**config.mk**
```make
export PLATFORM = sky130hd
export DESIGN_NAME = sidr_slave
export DESIGN_NICKNAME = d
export VERILOG_FILES = /design/src/sidr_pkg.sv /design/src/sidr_slave.sv /design/src/sidr_sync.sv
export SDC_FILE = /design/constraint.sdc
export NUM_CORES = 1
export LEC_CHECK = 0
export BUFFER_PORTS_ARGS = -buffer_cell sky130_fd_sc_hd__buf_2
export CORE_MARGIN = 8
export CORE_UTILIZATION = 57
export DETAILED_ROUTE_END_ITERATION = 8
export PLACE_DENSITY = 0.75
export RECOVER_POWER = 100
export SETUP_SLACK_MARGIN = 0.3
export SLEW_MARGIN = 0
export SYNTH_ARGS = -nofsm -noshare
export SYNTH_HDL_FRONTEND = slang
export SYNTH_SLANG_ARGS = --single-unit
```
**constraint.sdc**
```tcl
create_clock -name core_clk -period 4.4 [get_ports core_clk]
set_input_delay 0.88 -clock core_clk [delete_from_list [all_inputs] [get_ports core_clk]]
set_output_delay 0.88 -clock core_clk [all_outputs]
set_load 0.02 [all_outputs]
```
**src/sidr_pkg.sv**
```systemverilog
// Purpose: constants for the identifier-read serial slave
// Assumes: spi mode 0 or 3, msb first, byte wide opcodes
// Notes:   opcodes are fixed localparams; maker and product codes are slave parameters of plain defaults
package sidr_pkg;
    localparam int        ID_W         = 32;
    localparam int        MFR_LSB      = 21;
    localparam int        PROD_LSB     = 7;
    localparam int        CAP_LSB      = 3;
    localparam int        REV_LSB      = 0;
    localparam int        MFR_W        = 11;
    localparam int        PROD_W       = 14;
    localparam int        CAP_W        = 4;
    localparam int        REV_W        = 3;
    localparam logic [7:0] IDENT_READ_CMD      = 8'h9f;
    localparam logic [7:0] IDENT_READ_FAST_CMD = 8'h99;
    localparam logic [3:0] CAP_256KB   = 4'h2;
    localparam logic [2:0] REV_INITIAL = 3'h0;
    localparam logic [2:0] BIT_LAST    = 3'h7;
    localparam logic [4:0] ID_BIT_TOP  = 5'h1f;
    localparam logic [4:0] ID_BIT_LAST = 5'h00;
    typedef enum logic [2:0] {
        SIDR_ST_OPCODE = 3'b000,
        SIDR_ST_DUMMY  = 3'b001,
        SIDR_ST_SEND   = 3'b010,
        SIDR_ST_DONE   = 3'b011
    } sidr_state_t;
endpackage : sidr_pkg

```
**src/sidr_slave.sv**
```systemverilog
// Purpose: serial slave answering the two identifier-read instructions, with hold
// Assumes: sck, cs_n, si, hold_n asynchronous, sampled by core_clk
// Notes:   so is two signals; so_oe_n low while driving
//
// Behaviour
// - identifier is 32 bits: maker 31..21, product 20..7, capacity 6..3, revision 2..0.
// - four-bit capacity field encodes the 256 Kb size.
// - three-bit revision field starts from a fixed initial code.
// - normal read opcode after select; four identifier bytes follow without dummy cycles.
// - fast read sends opcode then one dummy byte before identifier bytes.
// - hold freezes the transaction state without resetting it.
// - master releases hold with sck low; sck toggles ignored while held.
// - while held, si ignored and so is high impedance.
// - paused state survives deselection; resumes when selected with hold high.
`timescale 1ns/1ns
module sidr_slave
    import sidr_pkg::*;
#(
    parameter logic [10:0] MFR_CODE  = 11'h000, // arbitrary value
    parameter logic [13:0] PROD_CODE = 14'h0000 // arbitrary value
) (
    // clock and reset
    input  wire logic core_clk,
    input  wire logic arst_n,
    // serial pins
    input  wire logic sck,
    input  wire logic cs_n,
    input  wire logic si,
    input  wire logic hold_n,
    output logic      so_o,
    output logic      so_oe_n,
    // status
    output logic      busy
);
    logic sck_s, cs_n_s, si_s, hold_n_s;

    sidr_sync u_sync_sck  (.core_clk(core_clk), .arst_n(arst_n), .async_in(sck),
                           .sync_out(sck_s));
    sidr_sync u_sync_cs   (.core_clk(core_clk), .arst_n(arst_n), .async_in(cs_n),
                           .sync_out(cs_n_s));
    sidr_sync u_sync_si   (.core_clk(core_clk), .arst_n(arst_n), .async_in(si),
                           .sync_out(si_s));
    sidr_sync u_sync_hold (.core_clk(core_clk), .arst_n(arst_n), .async_in(hold_n),
                           .sync_out(hold_n_s));

    logic [ID_W-1:0] ident;
    assign ident[MFR_LSB +: MFR_W]   = MFR_CODE;
    assign ident[PROD_LSB +: PROD_W] = PROD_CODE;
    assign ident[CAP_LSB +: CAP_W]   = CAP_256KB;
    assign ident[REV_LSB +: REV_W]   = REV_INITIAL;

    sidr_state_t st_q, st_d;
    logic [2:0]  bit_q, bit_d;
    logic [7:0]  sh_q, sh_d;
    logic [4:0]  idx_q, idx_d;
    logic        sck_prev_q, sck_prev_d;
    logic        paused_q, paused_d;
    logic        so_q, so_d;
    logic        oe_n_q, oe_n_d;
    logic        act_q, act_d;
    logic        rise, fall, run;

    // pause entered on sync hold low with sck low once busy; cs rise does not clear a pause
    assign rise = sck_s & ~sck_prev_q;
    assign fall = ~sck_s & sck_prev_q;
    assign run  = ~cs_n_s & ~paused_q;

    always_comb begin
        st_d       = st_q;
        bit_d      = bit_q;
        sh_d       = sh_q;
        idx_d      = idx_q;
        so_d       = so_q;
        oe_n_d     = oe_n_q;
        act_d      = act_q;
        paused_d   = paused_q;
        sck_prev_d = sck_s;
        if (!hold_n_s && !sck_s && act_q) begin
            paused_d = 1'b1;
        end else if (hold_n_s && !sck_s && !cs_n_s) begin
            paused_d = 1'b0;
        end
        if (paused_d) begin
            oe_n_d = 1'b1;
        end else if (paused_q) begin
            // resume: the held bit must be back before the next rise samples it
            if (st_q == SIDR_ST_SEND) begin
                so_d   = ident[idx_q];
                oe_n_d = 1'b0;
            end
        end else if (cs_n_s) begin
            st_d   = SIDR_ST_OPCODE;
            bit_d  = 3'h0;
            idx_d  = ID_BIT_TOP;
            oe_n_d = 1'b1;
            act_d  = 1'b0;
        end else if (run) begin
            // sck edges only count while running, so held toggles are lost
            if (rise) begin
                act_d = 1'b1;
                unique case (st_q)
                    SIDR_ST_OPCODE: begin
                        sh_d  = {sh_q[6:0], si_s};
                        bit_d = bit_q + 3'h1;
                        if (bit_q == BIT_LAST) begin
                            if ({sh_q[6:0], si_s} == IDENT_READ_CMD) begin
                                st_d = SIDR_ST_SEND;
                            end else if ({sh_q[6:0], si_s} == IDENT_READ_FAST_CMD) begin
                                st_d = SIDR_ST_DUMMY;
                            end else begin
                                st_d = SIDR_ST_DONE;
                            end
                        end
                    end
                    SIDR_ST_DUMMY: begin
                        bit_d = bit_q + 3'h1;
                        if (bit_q == BIT_LAST) begin
                            st_d = SIDR_ST_SEND;
                        end
                    end
                    SIDR_ST_SEND: begin
                        if (idx_q == ID_BIT_LAST) begin
                            st_d = SIDR_ST_DONE;
                        end else begin
                            idx_d = idx_q - 5'h01;
                        end
                    end
                    SIDR_ST_DONE: begin
                        st_d = SIDR_ST_DONE;
                    end
                    default: st_d = SIDR_ST_DONE;
                endcase
            end
            if (fall) begin
                if (st_q == SIDR_ST_SEND) begin
                    so_d   = ident[idx_q];
                    oe_n_d = 1'b0;
                end else begin
                    oe_n_d = 1'b1;
                end
            end
        end
    end

    always_ff @(posedge core_clk or negedge arst_n) begin
        if (!arst_n) begin
            st_q       <= SIDR_ST_OPCODE;
            bit_q      <= 3'h0;
            sh_q       <= 8'h00;
            idx_q      <= ID_BIT_TOP;
            so_q       <= 1'b0;
            oe_n_q     <= 1'b1;
            act_q      <= 1'b0;
            paused_q   <= 1'b0;
            // same as the synchroniser preload, so reset leaves no false edge
            sck_prev_q <= 1'b1;
        end else begin
            st_q       <= st_d;
            bit_q      <= bit_d;
            sh_q       <= sh_d;
            idx_q      <= idx_d;
            so_q       <= so_d;
            oe_n_q     <= oe_n_d;
            act_q      <= act_d;
            paused_q   <= paused_d;
            sck_prev_q <= sck_prev_d;
        end
    end

    assign so_o    = so_q;
    assign so_oe_n = oe_n_q;
    assign busy    = act_q;

    property p_hold_hiz;
        @(posedge core_clk) disable iff (!arst_n)
        paused_q |-> so_oe_n;
    endproperty
    a_hold_hiz: assert property (p_hold_hiz) else $error("so driven while paused");

    property p_freeze;
        @(posedge core_clk) disable iff (!arst_n)
        (paused_q && paused_d) |=> ($stable(idx_q) && $stable(st_q) && $stable(bit_q));
    endproperty
    a_freeze: assert property (p_freeze) else $error("state moved while paused");

    property p_redrive;
        @(posedge core_clk) disable iff (!arst_n)
        (paused_q && !paused_d && st_q == SIDR_ST_SEND)
            |=> (!so_oe_n && so_o == ident[$past(idx_q)]);
    endproperty
    a_redrive: assert property (p_redrive) else $error("held bit not restored");

    property p_msb;
        @(posedge core_clk) disable iff (!arst_n)
        (run && fall && st_q == SIDR_ST_SEND && !paused_d) |=> (so_o == ident[$past(idx_q)]);
    endproperty
    a_msb: assert property (p_msb) else $error("wrong identifier bit");

    property p_norm;
        @(posedge core_clk) disable iff (!arst_n)
        (run && rise && st_q == SIDR_ST_OPCODE && bit_q == BIT_LAST
         && {sh_q[6:0], si_s} == IDENT_READ_CMD && !paused_d) |=> st_q == SIDR_ST_SEND;
    endproperty
    a_norm: assert property (p_norm) else $error("normal read not entered");

    property p_fast;
        @(posedge core_clk) disable iff (!arst_n)
        (run && rise && st_q == SIDR_ST_OPCODE && bit_q == BIT_LAST
         && {sh_q[6:0], si_s} == IDENT_READ_FAST_CMD && !paused_d) |=> st_q == SIDR_ST_DUMMY;
    endproperty
    a_fast: assert property (p_fast) else $error("fast read not entered");

    // bit 0 still stands in the done state until the next fall, so only
    // opcode and dummy phases must be silent
    property p_dummy;
        @(posedge core_clk) disable iff (!arst_n)
        (st_q == SIDR_ST_OPCODE || st_q == SIDR_ST_DUMMY) |-> so_oe_n;
    endproperty
    a_dummy: assert property (p_dummy) else $error("driven before identifier");

    property p_keep;
        @(posedge core_clk) disable iff (!arst_n)
        (paused_q && cs_n_s) |=> $stable(st_q);
    endproperty
    a_keep: assert property (p_keep) else $error("pause lost on deselect");

    property p_ids;
        @(posedge core_clk) disable iff (!arst_n)
        ident[CAP_LSB +: CAP_W] == CAP_256KB && ident[REV_LSB +: REV_W] == REV_INITIAL;
    endproperty
    a_ids: assert property (p_ids) else $error("bad capacity or revision");

    c_send: cover property (@(posedge core_clk) st_q == SIDR_ST_SEND);
    c_dummy: cover property (@(posedge core_clk) st_q == SIDR_ST_DUMMY);
    c_pause: cover property (@(posedge core_clk) paused_q && cs_n_s);
    c_resume: cover property (@(posedge core_clk) paused_q && !paused_d && st_q == SIDR_ST_SEND);
endmodule : sidr_slave

```
**src/sidr_sync.sv**
```systemverilog
// Purpose: three flop synchroniser with agreement filter
// Assumes: input asynchronous to core_clk
// Notes:   first flop feeds only the second
`timescale 1ns/1ns
module sidr_sync (
    // clock and reset
    input  wire logic core_clk,
    input  wire logic arst_n,
    // signal
    input  wire logic async_in,
    output logic      sync_out
);
    logic s1_q, s2_q, s3_q, out_q;
    logic out_d;

    always_comb begin
        out_d = out_q;
        if (s2_q == s3_q) begin
            out_d = s3_q;
        end
    end

    always_ff @(posedge core_clk or negedge arst_n) begin
        if (!arst_n) begin
            s1_q  <= 1'b1;
            s2_q  <= 1'b1;
            s3_q  <= 1'b1;
            out_q <= 1'b1;
        end else begin
            s1_q  <= async_in;
            s2_q  <= s1_q;
            s3_q  <= s2_q;
            out_q <= out_d;
        end
    end

    // all stages preload high: cs_n and hold_n idle high, sck as in mode 3
    assign sync_out = out_q;
endmodule : sidr_sync

```
* Word-level counts from Yosys, hierarchy flattened
Memories as Yosys holds them, arrays and structs flattened.
Index checks and enable logic that the tools add are counted.
** Operators by class
- Muxes and demuxes :: 36
- Equal/unequal tests :: 15
- Bitwise gates (word level) :: 8
- Add/subtract/negate cells :: 2
- Order comparisons :: 1
- Reductions and logical operators :: 25
** Operators by type and width (count)
- 3-bit 2-to-1 mux :: 10
- 5-bit 2-to-1 mux :: 5
- 1-bit 2-to-1 mux :: 18
- 8-bit equality test (second input constant) :: 2
- 6-bit AND reduction :: 2
- 2-bit nonzero test :: 6
- 3-bit case mux with 3 select lines :: 1
- 4-bit AND reduction :: 2
- 4-bit nonzero test :: 2
- 7-bit AND reduction :: 1
- 5-bit by 6-bit < comparator with 1-bit output (second input constant) :: 1
- 3-bit by 1-bit != test with 1-bit output (second input constant) :: 2
- 3-bit by 2-bit != test with 1-bit output (second input constant) :: 2
- 5-bit logical NOT :: 1
- 1-bit inverter :: 5
- 5-bit AND reduction :: 1
- 5-bit by 1-bit subtractor with 5-bit output (second input constant) :: 1
- 1-bit equality test :: 4
- 1-bit logical AND :: 4
- 2-bit 2-to-1 mux :: 2
- 3-bit by 1-bit adder with 3-bit output (second input constant) :: 1
- 1-bit AND :: 3
- 3-bit by 1-bit equality test with 1-bit output (second input constant) :: 1
- 3-bit by 2-bit equality test with 1-bit output (second input constant) :: 1
- 7 further kinds :: 9
** Storage, ports and cells
- Memories :: 1
- Memory bits (read-only) :: 32
- Bits of input ports :: 6
- Register bits after elaboration :: 39
** Memories
- (name not given) :: depth 32, width 1, read ports 1, clocked after Yosys merged registers in 0, write ports 0, RTL line sidr_slave.sv:136 : so_d = ident[idx_q];

* Depth between registers and ports, before layout
- Depth in word-level cells :: 8
- Depth in mapped cells :: 6

* Modules after synthesis
Synthesis repeated with hierarchy kept, for this count alone.
** Unflattened totals
- Cells, all modules :: 121
- Area, all modules :: 1629.1 um^2
** By module, submodules not included
- sidr_slave :: seq. area each 559.3 um^2, times used 1, area each 1163.6 um^2, cells an instance 101
- sidr_sync :: seq. area each 105.1 um^2, times used 4, area each 116.4 um^2, cells an instance 5

* Worst setup path before layout
Ideal clock, no wire load.
- Path type :: register to register
- Start point :: register u_sync_sck.out_q (netlist: u_sync_sck.sync_out)
- End point :: register sh_q[0]
- Stages on the path, launching flop included :: 5
- Setup slack :: 2.881 ns
- Clock period less this slack :: 1.519 ns
- Arrival :: 1.394 ns
- Cells stage by stage :: dfstp_2 nor3b_4 and2_4 nand2_4 mux2_4
** On the way
- Longest elaborated chain between the ends :: 7
- Elaborated cells between the ends (all ways) :: 10
- Those cells by class :: mux (2); bitwise (2); reduce/logical (6)
** RTL lines
- from (decl) :: RTL line sidr_sync.sv:13 : logic s1_q, s2_q, s3_q, out_q;
- from (signal assigned) :: RTL line sidr_sync.sv:33 : out_q <= out_d;
- 1-bit logical NOT :: RTL line sidr_slave.sv:78, sidr_slave.sv:80
- 1-bit logical AND (2 in series) :: RTL line sidr_slave.sv:80 : end else if (hold_n_s && !sck_s && !cs_n_s) begin
- 1-bit 2-to-1 mux :: RTL line sidr_slave.sv:80
- 1-bit 2-to-1 mux :: RTL line sidr_slave.sv:78 : if (!hold_n_s && !sck_s && act_q) begin
- 1-bit inverter (no source line)
- 6-bit AND reduction (no source line) (*)
- to (signal assigned) :: RTL line sidr_slave.sv:149 : sh_q <= 8'h00;
- to (signal assigned) :: RTL line sidr_slave.sv:160 : sh_q <= sh_d;
- to (decl) :: RTL line sidr_slave.sv:54 : logic [7:0] sh_q, sh_d;
Mark *: on every way between the ends. The rest lies on a longest branch, timed or not.
A chain may end at the register's enable or synchronous reset.

==> impl_metrics.json <==
{
  "status": "finished, violations left",
  "violations_in_the_final_reports": "max-capacitance violations, max-slew violations",
  "hold_fails_final_rpt": 0,
  "startpoint_type": "input pin",
  "ys_async_sr_fraction_pct": 100,
  "grt_start_max_net_pins": 39,
  "synth_largest_type_area_fraction_pct": 36.6,
  "wire_per_inst_um": 15.3,
  "tightest_slew_ps": 1870,
  "io-pin-count": 9,
  "insertedDiodeCount": 0,
  "synth.mux.area_fraction_pct": 7.27,
  "synth_fp_nets": 134,
  "synth_cells": 124,
  "design_area_um2": 1750,
  "clock_sink_count": 38,
  "synthToLayoutAreaGrowth_pct": 5.68,
  "timing.max_slew.rel_slack_pct": -24.8,
  "drc": 0,
  "post_synth_and_or_nand_nor_area_fraction_pct": 10.4,
  "detailed_place_hpwl_um": 1820,
  "die_height_um": 69.9,
  "number_of_global_route_vias_before_repair": 1027,
  "yosys-top-cells-area": "sky130_fd_sc_hd__dfstp_2, sky130_fd_sc_hd__dfrtp_1, sky130_fd_sc_hd__mux2_4, sky130_fd_sc_hd__ha_1, sky130_fd_sc_hd__maj3_1",
  "number_of_buffers_inserted_during_clock_tree_synthesis": 5,
  "crit_family": "buffers and inverters",
  "syn_area_um2": 1650,
  "worst_hold_path_type": "register to register",
  "fin_total_pwr_mw": 0.817,
  "timing_max_transition_violations_final": 39,
  "rows": 19,
  "final_layout_size_suffix_gt1_share_pct": 24.6,
  "vias": 992,
  "number_of_distinct_standard_cells_referenced_by_the_synthesized_netlist": 44,
  "grt_usage_pct": 11.6,
  "final.period_utilization_pct": 47.9,
  "clk_pin_slew_worst_paths_ps": 110,
  "drt_first_iter_violations": 60,
  "static-leakage-power_nw": 0.762,
  "synth.largest_area_cell": "sky130_fd_sc_hd__dfstp_2",
  "timing.critical_path.fanout_max": 38,
  "grt_pass1_wl_um": 4570,
  "power.ir.vdd_worst_mv": 0.372,
  "cts_hold_buffers": 0,
  "core_region_area_um2": 2760,
  "crit_chain": "clkbuf_1",
  "period_minus_slack_ps": 2110,
  "die_width_um": 69.9,
  "number_of_buffers_on_the_longest_clock_path": 2,
  "worstSetupPathType": "input pin to asynchronous set/reset pin",
  "yosys.area_share.adder_pct": 5.45,
  "postRouteWirelength_um": 2590,
  "number_of_enable_flip_flop_cells_after_synthesis": 0,
  "critical_path.slowest_cell": "sky130_fd_sc_hd__clkbuf_1",
  "synth_top_family_by_area": "compound AO/OA/AOI/OAI gates",
  "synth.yosys.seq_area_share_pct": 59.3,
  "finClkSkew_ps": 11.0,
  "grt_setup_unrepaired": "false",
  "fin_worst_hold_slack_ps": 369,
  "fp.dieArea_um2": 4880,
  "cts_resized": 0,
  "crit_required_ps": 4510,
  "post_synth_xor_xnor_area_pct": 0,
  "timing.fmax_mhz": 474,
  "post_synthesis_compound_gate_area_fraction_pct": 15.7,
  "cts-htree-levels": 2,
  "antenna_found_initial": 0,
  "cts_tree": "yes",
  "io_buffer_count": 8,
  "setup_ws_ps": 2290,
  "synthesis.area_per_instance_um2": 13.3,
  "fill_cells": 219,
  "synth_seq_cells": 38,
  "critPathMaxStageDelay_ps": 1320,
  "path_depth": 1,
  "worstPathArrival_ps": 2220,
  "avgViaCountPerCell": 5.87,
  "power_density_over_the_cells_nw_per_um2": 467,
  "r2r_cells": 4,
  "placed_area_um2": 1720,
  "gpl.final_weighted_congestion": 0.792,
  "timing.hold.worst_path_depth": 0,
  "ant_nets": 0,
  "dominantRegCellSynth": "sky130_fd_sc_hd__dfstp_2",
  "pre_cts_slack_ps": 2780,
  "initial_utilization_pct": 59.9,
  "worstSetupEndpointType": "asynchronous set/reset pin",
  "postCtsSetupBuffers": 0,
  "detailedRoute.firstPassIterationCount": 4,
  "cts-root-buf": "sky130_fd_sc_hd__clkbuf_4",
  "worstSkewPairLatency_ps": 350,
  "maxCapViolations": 1,
  "global_route.overflow_total": 0,
  "fin_tns_setup_ps": 0,
  "finalSetupViolations": 0,
  "critPathBufInv": 1,
  "ys_warn_count": 0,
  "fin_nets": 147
}
==> synth_stat cells, types with 3 or more instances <==
cell type                 instances
sky130_fd_sc_hd__dfstp_2         23
sky130_fd_sc_hd__maj3_1           4
sky130_fd_sc_hd__o21ai_0          8
sky130_fd_sc_hd__ha_1             4
sky130_fd_sc_hd__nand2_1          3
sky130_fd_sc_hd__mux2_4           8
sky130_fd_sc_hd__nor3_1           3
sky130_fd_sc_hd__nor2_1           9
sky130_fd_sc_hd__inv_1            5
sky130_fd_sc_hd__dfrtp_1         15
==> cell families after synthesis <==
logic type	count (synthesis)
adder cells (fa/ha/maj)	8
buffers and inverters	8
multiplexers	8
flip-flops	38
AND/OR/NAND/NOR	28
AO/OA/AOI/OAI	34
==> through the flow <==
stage | util, % | cells
2_1_floorplan | - | 124
3_3_place_gp | 62.4 | 161
3_5_place_dp | 62.4 | 161
4_1_cts | 65.3 | 169
5_1_grt | 63.3 | 169
6_report | 63.3 | 169
==> sequential cells by signal (all words and copies together) (netlist names), 2 cells and up <==
name,cells
sh_q,7
idx_q,5
bit_q,3
st_q,2
==> worst paths after layout <==
check	start	end	slack [ps]
min in group asynchronous	arst_n	paused_q	1020
max reg2reg	u_sync_sck.sync_out	sh_q[2]	2300
max	arst_n	sh_q[0]	2290
min reg2reg	u_sync_sck.s1_q	u_sync_sck.s2_q	370
min	u_sync_sck.s1_q	u_sync_sck.s2_q	370
max in group core_clk	u_sync_sck.sync_out	sh_q[2]	2300
==> cells in the final DEF, fill, tap and decap left out, types with 2 or more instances in the layout <==
cell	Yosys	routed
sky130_fd_sc_hd__a21oi_1	2	3
sky130_fd_sc_hd__a22o_1	2	2
sky130_fd_sc_hd__a31oi_1	1	2
sky130_fd_sc_hd__a41oi_1	2	2
sky130_fd_sc_hd__buf_2	1	4
sky130_fd_sc_hd__clkbuf_1	0	4
sky130_fd_sc_hd__clkbuf_4	0	5
sky130_fd_sc_hd__dfrtp_1	15	15
sky130_fd_sc_hd__dfstp_1	0	7
sky130_fd_sc_hd__dfstp_2	23	16
sky130_fd_sc_hd__ha_1	4	4
sky130_fd_sc_hd__inv_1	5	6
sky130_fd_sc_hd__inv_4	0	2
sky130_fd_sc_hd__maj3_1	4	4
sky130_fd_sc_hd__mux2_1	0	5
sky130_fd_sc_hd__mux2_4	8	3
sky130_fd_sc_hd__nand2_1	3	4
sky130_fd_sc_hd__nand2b_1	2	2
sky130_fd_sc_hd__nor2_1	9	9
sky130_fd_sc_hd__nor2b_1	2	2
sky130_fd_sc_hd__nor3_1	3	3
sky130_fd_sc_hd__nor3b_1	1	2
sky130_fd_sc_hd__o211ai_1	2	2
sky130_fd_sc_hd__o21ai_0	8	9
sky130_fd_sc_hd__o2bb2ai_1	2	2
sky130_fd_sc_hd__o31ai_1	2	2
==> cell type report <==
type / count / area, um2 / share of cell area, %
flip-flops and latches: 38 / 980 / 56.1
multi-input cells: 78 / 591 / 33.8
clock inverters: 3 / 42.5 / 2.44
well taps: 31 / 38.8 / 2.22
clock buffers: 5 / 37.5 / 2.15
repair buffers: 8 / 35.0 / 2.01
inverters: 6 / 22.5 / 1.29
==> power by group <==
part           switching [mW]  internal, mW
Sequential             0.0486         0.413
Combinational          0.0601        0.0589
Clock                   0.116         0.120
==> metal layers <==
metal	up-vias	GRT usage [%]	part of all wire, %
met2	15	16.5	46
met5	-	0	0
met1	488	14.0	47
met4	0	9.15	2.0
met3	5	3.95	4.9
li1	484	-	-
(Power assumes the default switching activity.)
